===== src/mmpl_regs.svh =====
// Purpose: register offsets, field positions and timing counts
// Assumes: 10 MHz clock
// Notes: included by bare name
`ifndef MMPL_REGS_SVH
`define MMPL_REGS_SVH
// ***********************************
// Timing
// ***********************************
`define MMPL_CLK_NS 100
`define MMPL_PROC_NS 10000
`define MMPL_PROC_CYC ((`MMPL_PROC_NS + `MMPL_CLK_NS - 1) / `MMPL_CLK_NS)
`define MMPL_PRESET_NS 1000
`define MMPL_PRESET_CYC ((`MMPL_PRESET_NS + `MMPL_CLK_NS - 1) / `MMPL_CLK_NS)
`define MMPL_H_TMO 4'hf
// ***********************************
// Device register map
// ***********************************
`define MMPL_SLAVE_ID 7'h61
`define MMPL_CMD_RELOAD 8'h01
`define MMPL_REG_IFC 5'h00
`define MMPL_REG_PHASE 5'h01
`define MMPL_REG_PPR 5'h02
`define MMPL_REG_SCAN 5'h04
`define MMPL_REG_OUTC 5'h05
`define MMPL_REG_CNT0 5'h07
`define MMPL_REG_CNT4 5'h0b
`define MMPL_REG_SYNC 5'h0d
`define MMPL_REG_STAT 5'h10
`define MMPL_REG_CMD 5'h11
`define MMPL_BIT_INTMODE 0
`define MMPL_BIT_CODEREV 3
`define MMPL_PHASE_LSB 5
`define MMPL_BIT_AXIAL 2
`define MMPL_BIT_PEROUT 6
`define MMPL_CFG_RST 8'h00
`define MMPL_CFG_LAST 3'h5
`define MMPL_TRIES_LAST 2'h2
// ***********************************
// Host register map (byte addresses)
// ***********************************
`define MMPL_H_CTRL 6'h00
`define MMPL_H_CMD 6'h04
`define MMPL_H_STAT 6'h08
`define MMPL_H_ROM 6'h10
`define MMPL_H_ROM_LAST 6'h24
`endif


===== src/mmpl_pkg.sv =====
// Purpose: shared types
// Assumes: nothing
// Notes: constants live in mmpl_regs.svh
package mmpl_pkg;
   typedef enum logic [2:0] {MMPL_MD_OFF, MMPL_MD_SSI, MMPL_MD_CHAIN, MMPL_MD_PAR,
      MMPL_MD_SLAVE, MMPL_MD_FAIL} mmpl_mode_e;
endpackage


===== src/mmpl_link_if.sv =====
// Purpose: pins between the counter device and its controller
// Assumes: both ends on clock_i
// Notes: register access uses single-cycle strobes; cfg_req is held until cfg_ack, which is a single-cycle strobe
`timescale 1ns/1ns
`default_nettype none
interface mmpl_link_if;
   logic preset;
   logic mode_pin;
   logic cfg_req;
   logic [2:0] cfg_addr;
   logic cfg_ack;
   logic cfg_err;
   logic [7:0] cfg_data;
   logic reg_rd;
   logic reg_wr;
   logic [6:0] reg_dev;
   logic [4:0] reg_addr;
   logic [7:0] reg_wdata;
   logic reg_ack;
   logic [7:0] reg_rdata;
   logic error_output_n;
   modport dev (input preset, mode_pin, cfg_ack, cfg_err, cfg_data, reg_rd, reg_wr,
      reg_dev, reg_addr, reg_wdata, output cfg_req, cfg_addr, reg_ack, reg_rdata,
      error_output_n);
   modport host (output preset, mode_pin, cfg_ack, cfg_err, cfg_data, reg_rd, reg_wr,
      reg_dev, reg_addr, reg_wdata, input cfg_req, cfg_addr, reg_ack, reg_rdata,
      error_output_n);
endinterface
`default_nettype wire


===== src/mmpl_dev.sv =====
// Purpose: mode selection, startup and magnetic period counting
// Assumes: hall_pos_i already on clock_i
// Notes: config fetch abstracts the EEPROM transfer
`timescale 1ns/1ns
`default_nettype none
`include "mmpl_regs.svh"
module mmpl_dev
   import mmpl_pkg::*;
(
   input wire logic clock_i,
   input wire logic rst_b_i,
   mmpl_link_if.dev link,
   input wire logic [2:0] hall_pos_i,
   input wire logic vdd_ok_i,
   input wire logic bat_ok_i,
   output mmpl_pkg::mmpl_mode_e mode_o,
   output logic [39:0] mt_word_o,
   output logic [2:0] sync_o,
   output logic [2:0] par_p_o,
   output logic [2:0] par_n_o,
   output logic low_power_o,
   output logic scan_diff_o,
   output logic [1:0] scan_pole_o
);
   import mmpl_pkg::*;
   typedef enum logic [3:0] {ST_OFF, ST_PAR_ACQ, ST_PAR_OUT, ST_IDLE_LP, ST_LOAD,
      ST_SSI, ST_CHAIN, ST_SLAVE, ST_FAIL} mmpl_state_e;
   // ***********************************
   // State
   // ***********************************
   mmpl_state_e st_q, st_d;
   logic [7:0] ifc_q, ifc_d, ofs_q, ofs_d, ppr_q, ppr_d, scan_q, scan_d, outc_q, outc_d;
   logic pre_q, pre_d, sel_q, sel_d, bad_q, bad_d, req_q, req_d;
   logic [2:0] idx_q, idx_d, pos_q, pos_d;
   logic [1:0] try_q, try_d;
   logic [7:0] per_q, per_d, wait_q, wait_d, rdat_q, rdat_d;
   logic [39:0] cnt_q, cnt_d, word_q, word_d;
   logic ack_q, ack_d, lp_q, lp_d, diff_q, diff_d;
   logic [2:0] sync_q, sync_d, pp_q, pp_d, pn_q, pn_d;
   logic [2:0] pos_n, sync_w, cidx;
   logic [39:0] pos_word;
   logic counting, per_mode, hit;
   always_comb
   begin
      st_d = st_q;
      ifc_d = ifc_q;
      ofs_d = ofs_q;
      ppr_d = ppr_q;
      scan_d = scan_q;
      outc_d = outc_q;
      sel_d = sel_q;
      bad_d = bad_q;
      idx_d = idx_q;
      try_d = try_q;
      per_d = per_q;
      cnt_d = cnt_q;
      wait_d = wait_q;
      rdat_d = rdat_q;
      pp_d = pp_q;
      pn_d = pn_q;
      lp_d = lp_q;
      req_d = 1'b0;
      ack_d = 1'b0;
      pre_d = link.preset;
      // Direction first, then phase shift in eighth-period steps
      pos_n = (ifc_q[`MMPL_BIT_CODEREV] ? 3'(3'h0 - hall_pos_i) : hall_pos_i)
         + ofs_q[7:`MMPL_PHASE_LSB];
      pos_d = pos_n;
      counting = (st_q == ST_SSI) || (st_q == ST_CHAIN) || (st_q == ST_SLAVE);
      per_mode = outc_q[`MMPL_BIT_PEROUT] && (ppr_q != 8'h00);
      pos_word = per_mode ? {cnt_q[31:0], per_q} : cnt_q;
      // Sector of the whole revolution, exact for any period count
      sync_w = 3'({per_q, pos_q} / ({1'b0, ppr_q} + 9'h001));
      cidx = 3'(link.reg_addr - `MMPL_REG_CNT0);
      // ***********************************
      // Period and revolution counting
      // ***********************************
      if (counting)
      begin
         if (pos_q == 3'h7 && pos_n == 3'h0)
         begin
            if (per_q >= ppr_q)
            begin
               per_d = 8'h00;
               cnt_d = cnt_q + 40'h1;
            end
            else
               per_d = per_q + 8'h01;
         end
         else if (pos_q == 3'h0 && pos_n == 3'h7)
         begin
            if (per_q == 8'h00)
            begin
               per_d = ppr_q;
               cnt_d = cnt_q - 40'h1;
            end
            else
               per_d = per_q - 8'h01;
         end
         if (per_mode)
            cnt_d[39:32] = 8'h00;
         if (!bat_ok_i)
            st_d = ST_OFF;
      end
      // ***********************************
      // Register access, slave absent in chain mode
      // ***********************************
      hit = (link.reg_rd || link.reg_wr) && (link.reg_dev == `MMPL_SLAVE_ID)
         && (st_q == ST_SSI || st_q == ST_SLAVE);
      if (hit)
      begin
         ack_d = 1'b1;
         rdat_d = 8'h00;
         case (link.reg_addr)
            `MMPL_REG_IFC: rdat_d = ifc_q;
            `MMPL_REG_PHASE: rdat_d = ofs_q;
            `MMPL_REG_PPR: rdat_d = ppr_q;
            `MMPL_REG_SCAN: rdat_d = scan_q;
            `MMPL_REG_OUTC: rdat_d = outc_q;
            `MMPL_REG_SYNC: rdat_d = {5'h00, sync_q};
            `MMPL_REG_STAT: rdat_d = {5'h00, bat_ok_i, vdd_ok_i, bad_q};
            default:
               // Position only in slave mode, SSI port owns it otherwise
               if (link.reg_addr >= `MMPL_REG_CNT0 && link.reg_addr <= `MMPL_REG_CNT4
                  && st_q == ST_SLAVE)
                  rdat_d = 8'(pos_word >> {cidx, 3'h0});
         endcase
         if (link.reg_wr)
         begin
            case (link.reg_addr)
               `MMPL_REG_IFC: ifc_d = link.reg_wdata;
               `MMPL_REG_PHASE: ofs_d = link.reg_wdata;
               `MMPL_REG_PPR: ppr_d = link.reg_wdata;
               `MMPL_REG_SCAN: scan_d = {5'h00, link.reg_wdata[2:0]};
               `MMPL_REG_OUTC: outc_d = link.reg_wdata;
               `MMPL_REG_CMD:
                  if (link.reg_wdata == `MMPL_CMD_RELOAD)
                  begin
                     st_d = ST_LOAD;
                     idx_d = 3'h0;
                     try_d = 2'h0;
                     bad_d = 1'b0;
                  end
               default: ;
            endcase
         end
      end
      // ***********************************
      // Mode sequencing
      // ***********************************
      case (st_q)
         ST_LOAD:
         begin
            req_d = !link.cfg_ack;
            if (link.cfg_ack)
            begin
               case (idx_q)
                  3'h0: ifc_d = link.cfg_data;
                  3'h1: ofs_d = link.cfg_data;
                  3'h2: ppr_d = link.cfg_data;
                  3'h4: scan_d = {5'h00, link.cfg_data[2:0]};
                  3'h5: outc_d = link.cfg_data;
                  default: ;
               endcase
               bad_d = bad_q || link.cfg_err;
               idx_d = idx_q + 3'h1;
               if (idx_q == `MMPL_CFG_LAST)
               begin
                  idx_d = 3'h0;
                  bad_d = 1'b0;
                  if (!(bad_q || link.cfg_err))
                     st_d = ifc_d[`MMPL_BIT_INTMODE] ? ST_CHAIN : ST_SSI;
                  else if (try_q == `MMPL_TRIES_LAST)
                     st_d = ST_FAIL;
                  else
                     try_d = try_q + 2'h1;
               end
            end
         end
         ST_PAR_ACQ:
         begin
            // Inverted word first so every pair toggles on release
            pp_d = ~pos_n;
            pn_d = pos_n;
            wait_d = wait_q + 8'h01;
            if (wait_q == 8'(`MMPL_PROC_CYC - 1))
               st_d = ST_PAR_OUT;
         end
         ST_PAR_OUT:
         begin
            pp_d = pos_q;
            pn_d = ~pos_q;
            st_d = ST_IDLE_LP;
         end
         ST_IDLE_LP: lp_d = 1'b1;
         default: ;
      endcase
      // ***********************************
      // Preset pulse
      // ***********************************
      if (link.preset)
      begin
         st_d = ST_OFF;
         ifc_d = `MMPL_CFG_RST;
         ofs_d = `MMPL_CFG_RST;
         ppr_d = `MMPL_CFG_RST;
         scan_d = `MMPL_CFG_RST;
         outc_d = `MMPL_CFG_RST;
         per_d = 8'h00;
         cnt_d = 40'h0;
         idx_d = 3'h0;
         try_d = 2'h0;
         bad_d = 1'b0;
         wait_d = 8'h00;
         pp_d = 3'h0;
         pn_d = 3'h0;
         lp_d = 1'b0;
         req_d = 1'b0;
         ack_d = 1'b0;
         if (!pre_q)
            sel_d = link.mode_pin;
      end
      else if (pre_q)
      begin
         // Pin high at both edges: parallel; followed the pulse: tied
         if (sel_q && link.mode_pin)
            st_d = ST_PAR_ACQ;
         else if (sel_q)
            st_d = ST_SLAVE;
         else if (vdd_ok_i)
            st_d = ST_LOAD;
         else
            st_d = ST_FAIL;
      end
      sync_d = counting ? sync_w : 3'h0;
      word_d = (counting && st_q != ST_SLAVE) ? pos_word : 40'h0;
      diff_d = (scan_q[1:0] == 2'h0)
         || (scan_q[`MMPL_BIT_AXIAL] && scan_q[1:0] == 2'h1);
   end
   always_ff @(posedge clock_i or negedge rst_b_i)
   begin
      if (!rst_b_i)
      begin
         st_q <= ST_OFF;
         ifc_q <= `MMPL_CFG_RST;
         ofs_q <= `MMPL_CFG_RST;
         ppr_q <= `MMPL_CFG_RST;
         scan_q <= `MMPL_CFG_RST;
         outc_q <= `MMPL_CFG_RST;
         pre_q <= 1'b0;
         sel_q <= 1'b0;
         bad_q <= 1'b0;
         req_q <= 1'b0;
         idx_q <= 3'h0;
         pos_q <= 3'h0;
         try_q <= 2'h0;
         per_q <= 8'h00;
         wait_q <= 8'h00;
         rdat_q <= 8'h00;
         cnt_q <= 40'h0;
         word_q <= 40'h0;
         ack_q <= 1'b0;
         lp_q <= 1'b0;
         diff_q <= 1'b1;
         sync_q <= 3'h0;
         pp_q <= 3'h0;
         pn_q <= 3'h0;
      end
      else
      begin
         st_q <= st_d;
         ifc_q <= ifc_d;
         ofs_q <= ofs_d;
         ppr_q <= ppr_d;
         scan_q <= scan_d;
         outc_q <= outc_d;
         pre_q <= pre_d;
         sel_q <= sel_d;
         bad_q <= bad_d;
         req_q <= req_d && (st_d == ST_LOAD);
         idx_q <= idx_d;
         pos_q <= pos_d;
         try_q <= try_d;
         per_q <= per_d;
         wait_q <= wait_d;
         rdat_q <= rdat_d;
         cnt_q <= cnt_d;
         word_q <= word_d;
         ack_q <= ack_d;
         lp_q <= lp_d;
         diff_q <= diff_d;
         sync_q <= sync_d;
         pp_q <= pp_d;
         pn_q <= pn_d;
      end
   end
   // ***********************************
   // Outputs
   // ***********************************
   mmpl_mode_e md_q;
   always_ff @(posedge clock_i or negedge rst_b_i)
   begin
      if (!rst_b_i)
         md_q <= MMPL_MD_OFF;
      else
         case (st_q)
            ST_SSI: md_q <= MMPL_MD_SSI;
            ST_CHAIN: md_q <= MMPL_MD_CHAIN;
            ST_SLAVE: md_q <= MMPL_MD_SLAVE;
            ST_FAIL: md_q <= MMPL_MD_FAIL;
            ST_PAR_ACQ, ST_PAR_OUT, ST_IDLE_LP: md_q <= MMPL_MD_PAR;
            default: md_q <= MMPL_MD_OFF;
         endcase
   end
   assign link.cfg_req = req_q;
   assign link.cfg_addr = idx_q;
   assign link.reg_ack = ack_q;
   assign link.reg_rdata = rdat_q;
   assign link.error_output_n = (md_q != MMPL_MD_FAIL);
   assign mode_o = md_q;
   assign mt_word_o = word_q;
   assign sync_o = sync_q;
   assign par_p_o = pp_q;
   assign par_n_o = pn_q;
   assign low_power_o = lp_q;
   assign scan_diff_o = diff_q;
   assign scan_pole_o = scan_q[1:0];
endmodule
`default_nettype wire


===== src/flat_wrapper.sv =====
// flat-port wrapper written by rule: the top's interface ports become plain ports
module mmpl_dev_flat import mmpl_pkg::*;
  (clock_i, rst_b_i, hall_pos_i, vdd_ok_i, bat_ok_i, mode_o, mt_word_o, sync_o, par_p_o, par_n_o, low_power_o, scan_diff_o, scan_pole_o, link_preset, link_mode_pin, link_cfg_ack, link_cfg_err, link_cfg_data, link_reg_rd, link_reg_wr, link_reg_dev, link_reg_addr, link_reg_wdata, link_cfg_req, link_cfg_addr, link_reg_ack, link_reg_rdata, link_error_output_n);
  mmpl_link_if link_i ();
  input wire logic clock_i;
  input wire logic rst_b_i;
  input wire logic [2:0] hall_pos_i;
  input wire logic vdd_ok_i;
  input wire logic bat_ok_i;
  output mmpl_pkg::mmpl_mode_e mode_o;
  output logic [39:0] mt_word_o;
  output logic [2:0] sync_o;
  output logic [2:0] par_p_o;
  output logic [2:0] par_n_o;
  output logic low_power_o;
  output logic scan_diff_o;
  output logic [1:0] scan_pole_o;
  input wire logic [$bits(link_i.preset)-1:0] link_preset;
  input wire logic [$bits(link_i.mode_pin)-1:0] link_mode_pin;
  input wire logic [$bits(link_i.cfg_ack)-1:0] link_cfg_ack;
  input wire logic [$bits(link_i.cfg_err)-1:0] link_cfg_err;
  input wire logic [$bits(link_i.cfg_data)-1:0] link_cfg_data;
  input wire logic [$bits(link_i.reg_rd)-1:0] link_reg_rd;
  input wire logic [$bits(link_i.reg_wr)-1:0] link_reg_wr;
  input wire logic [$bits(link_i.reg_dev)-1:0] link_reg_dev;
  input wire logic [$bits(link_i.reg_addr)-1:0] link_reg_addr;
  input wire logic [$bits(link_i.reg_wdata)-1:0] link_reg_wdata;
  output wire logic [$bits(link_i.cfg_req)-1:0] link_cfg_req;
  output wire logic [$bits(link_i.cfg_addr)-1:0] link_cfg_addr;
  output wire logic [$bits(link_i.reg_ack)-1:0] link_reg_ack;
  output wire logic [$bits(link_i.reg_rdata)-1:0] link_reg_rdata;
  output wire logic [$bits(link_i.error_output_n)-1:0] link_error_output_n;
  assign link_i.preset = link_preset;
  assign link_i.mode_pin = link_mode_pin;
  assign link_i.cfg_ack = link_cfg_ack;
  assign link_i.cfg_err = link_cfg_err;
  assign link_i.cfg_data = link_cfg_data;
  assign link_i.reg_rd = link_reg_rd;
  assign link_i.reg_wr = link_reg_wr;
  assign link_i.reg_dev = link_reg_dev;
  assign link_i.reg_addr = link_reg_addr;
  assign link_i.reg_wdata = link_reg_wdata;
  assign link_cfg_req = link_i.cfg_req;
  assign link_cfg_addr = link_i.cfg_addr;
  assign link_reg_ack = link_i.reg_ack;
  assign link_reg_rdata = link_i.reg_rdata;
  assign link_error_output_n = link_i.error_output_n;
  mmpl_dev u_core (.clock_i(clock_i), .rst_b_i(rst_b_i), .link(link_i), .hall_pos_i(hall_pos_i), .vdd_ok_i(vdd_ok_i), .bat_ok_i(bat_ok_i), .mode_o(mode_o), .mt_word_o(mt_word_o), .sync_o(sync_o), .par_p_o(par_p_o), .par_n_o(par_n_o), .low_power_o(low_power_o), .scan_diff_o(scan_diff_o), .scan_pole_o(scan_pole_o));
endmodule

===== config.mk =====
export PLATFORM = sky130hd
export DESIGN_NAME = mmpl_dev_flat
export DESIGN_NICKNAME = d
export VERILOG_FILES = /design/src/mmpl_pkg.sv /design/src/mmpl_link_if.sv /design/src/mmpl_dev.sv /design/src/flat_wrapper.sv
export VERILOG_INCLUDE_DIRS = /design/src
export SDC_FILE = /design/constraint.sdc
export NUM_CORES = 1
export LEC_CHECK = 0
export BUFFER_PORTS_ARGS = -buffer_cell sky130_fd_sc_hd__buf_4
export CAP_MARGIN = 15
export CORE_ASPECT_RATIO = 1.5
export CORE_UTILIZATION = 50
export DETAILED_ROUTE_END_ITERATION = 10
export PLACE_DENSITY = 0.76
export SYNTH_ARGS = -nofsm -noshare
export SYNTH_HDL_FRONTEND = slang
export SYNTH_SLANG_ARGS = --single-unit

===== constraint.sdc =====
create_clock -name clock_i -period 22.5 [get_ports clock_i]
set_clock_uncertainty 0.2 [all_clocks]
set_input_delay 4.5 -clock clock_i [delete_from_list [all_inputs] [get_ports clock_i]]
set_output_delay 4.5 -clock clock_i [all_outputs]
set_load 0.03 [all_outputs]

==> impl_metrics.csv <==
group,metric,value,unit
worst_setup_path,path_class,"flip-flop to flip-flop",
layout,design_area,15900,µm²
layout,drive_gt1_share,11.6,%
cts,cts_root_buf,"clkbuf_16",
timing,maxSlewViolCount,0,
layout,final_cell_mix,"204 x nor2_1, 199 x nand2_1, 174 x dfrtp_1, 136 x a21oi_1, 125 x buf_4",
yosys,yosys_most_used_dff,"dfrtp_1",
yosys,synth_area_leaders,"dfrtp_1 31%, ha_1 11%, nor2_1 5.4%",
drt,routed_wl,43.8,mm
worst_setup_path,rrSetupSlack,3390,ps
cts,cts_resized,0,
grt,grt_pass1_vias,13400,
timing,tightest_slew,1090,ps
layout,fillCellCount,2545,
yosys,ys_seq_elements,175,
worst_setup_path,arrival,19250,ps
timing,rsz0062_at_grt,"false",
cts,path_clk_slew,70,ps
placement,port_buffers,110,
placement,place_congestion,0.971,
layout,final_common_cell,"nor2_1",
floorplanning,die_h,209,µm
timing,hold_viol_final,0,
floorplanning,die_w,140,µm
timing,period_minus_slack,19110,ps
drt,drc,0,
yosys,ys_seq_area_share,30.7,%
timing,slew-limit-headroom,26.6,%
drt,dr.pass1.iters,7,
cts,cts_tree,"built",
yosys,yosys.area.top_type,"dfrtp_1",
cts,cts_sinks,175,
yosys,synth_edf_count,0,
cts,post_cts_buffers,0,
worst_hold_path,hold_depth,2,
grt,grt_antenna_before_repair,0,
grt,grt-ovfl-total,0,
placement,place_ws,3640,ps
timing,fin_ws,3390,ps
worst_setup_path,end_kind,"flip-flop",
worst_setup_path,start_kind,"flip-flop",
worst_setup_path,crit_required,22640,ps
timing,fin_setup_tns,0,ps
timing,setup_viol,0,
timing,fmax,52.3,MHz
drt,avgViaCountPerCell,6.35,
floorplanning,core,28000,µm²
drt,wire_per_inst,20.4,µm
status,status,"finished clean",
cts,cts_max_level,4,
flow_run,max_cap_violations,0,
floorplanning,ios,111,
yosys,syn-instance-count,1739,
yosys,netlist_area,14200,µm²
layout,final_nets,1957,
worst_setup_path,crit_top_cell,"ha_1",
floorplanning,fp.dieArea,29200,µm²
drt,ant_nets,0,
layout,antennaDiodeCount,0,
yosys,ys_types,89,
worst_setup_path,path_max_fanout,20,
placement,hpwl,32.9,mm
drt,vias,13700,
drt,drtIter0Drc,1008,
worst_setup_path,slowest_delay,690,ps
floorplanning,start_util,50.9,%
yosys,yosys_warnings,0,
grt,grt_max_degree,64,
yosys,syn_avg_cell_area,8.19,µm²
cts,cts-hold-fix-buffers,0,
yosys,async_reset_ff_share,100,%
cts,cts_buffer_depth,2,
grt,grt_pass1_wl,70.1,mm
grt,grtUsageTotal,30.6,%
timing,fin_crit_sh,84.9,%
worst_hold_path,hp-class,"flip-flop to flip-flop",
cts,cts_buffers,17,
floorplanning,rows,75,
cts,insertion_delay,460,ps
worst_setup_path,worstRegToRegCells,79,
yosys,synth_top_area_share,30.6,%
layout,syn_to_final_growth,11.5,%
yosys,synth_nets,1903,
placement,placed_cell_area,15300,µm²
worst_setup_path,cp_slowest_cell,"dfrtp_1",
==> worst max-delay path, delay by kind of cell, from the launching register on <==
kind / cells / cell delay [ps]
AOI/OAI and AO/OA: 42 / 8550
adders and majority gates: 11 / 3530
buffers and inverters: 3 / 540
DFF: 1 / 690
muxes: 5 / 1610
and+or+nand+nor: 18 / 3840
==> cell type report <==
class / count / area, µm² / share of cell area, %
multi-input combinational: 1411 / 9290 / 58.5
sequential: 175 / 4380 / 27.6
tap: 346 / 433 / 2.73
inverter: 62 / 233 / 1.47
clock inverter: 13 / 151 / 0.953
clock buffer: 19 / 453 / 2.85
timing repair buffer: 126 / 950 / 5.98
==> flip-flops by register name, summed over array words and instances (netlist names), 2 cells and up <==
| register | flops |
|---|---|
| u_core.link.reg_rdata | 8 |
| u_core.par_p_o | 3 |
| u_core.mt_word_o | 40 |
| u_core.ofs_q | 8 |
| u_core.mode_o | 3 |
| u_core.par_n_o | 3 |
| u_core.sync_o | 3 |
| u_core.wait_q | 8 |
| u_core.per_q | 8 |
| u_core.st_q | 4 |
| u_core.link.cfg_addr | 3 |
| u_core.try_q | 2 |
| u_core.cnt_q | 40 |
| u_core.ppr_q | 8 |
| u_core.outc_q | 8 |
| u_core.pos_q | 3 |
| u_core.scan_q | 8 |
| u_core.ifc_q | 8 |
==> worst paths after layout <==
path                                          start                        to
setup / recovery                    u_core.ppr_q[0]          u_core.sync_o[0]
hold / removal             u_core.link.reg_rdata[1]  u_core.link.reg_rdata[1]
setup reg to reg                    u_core.ppr_q[0]          u_core.sync_o[0]
hold reg to reg            u_core.link.reg_rdata[1]  u_core.link.reg_rdata[1]
max in group asynchronous                   rst_b_i       u_core.mt_word_o[5]
min in group asynchronous                   rst_b_i       u_core.link.cfg_req
==> cell usage after synthesis (all sizes together) (18+ instances only) <==
cell    count
a211oi     48
a21o       31
a21oi     137
a31oi      22
clkbuf     77
dfrtp     174
ha        121
inv        60
mux2       18
mux2i      74
nand2     200
nand3      34
nand4      20
nor2      205
nor3       57
o211ai     18
o21a       29
o21ai      96
xnor2      49
==> per-stage QoR <==
step | util [%] | instances | hold WS [ps]
after global placement | 54.6 | 2120 | 270
final | 56.8 | 2152 | 294
after floorplan | - | 1739 | 208
after global routing | 56.8 | 2152 | 323
after detailed placement | 54.6 | 2120 | 272
after CTS | 56.8 | 2152 | 296
==> metal layers <==
metal	vias to the layer above	part of all wire (%)	track usage, %
li1	6423	-	-
met1	6540	39	35.5
met2	542	49	52.1
met3	166	5.4	4.19
met4	0	6.6	21.4
met5	-	0	0
==> logic make-up (layout without fill, tap and decap cells) <==
family,Yosys count,count (layout),synth area share [%]
simple gates,646,646,21.0
buf+inv,153,220,4.29
compound gates,485,485,22.3
xor+xnor,65,65,4.00
mux,92,92,6.67
flops,175,175,30.7
fa+ha+maj,123,123,10.9
Power is not shown: default switching activity piles up to over one toggle a cycle in this logic, so the estimate is an artifact.
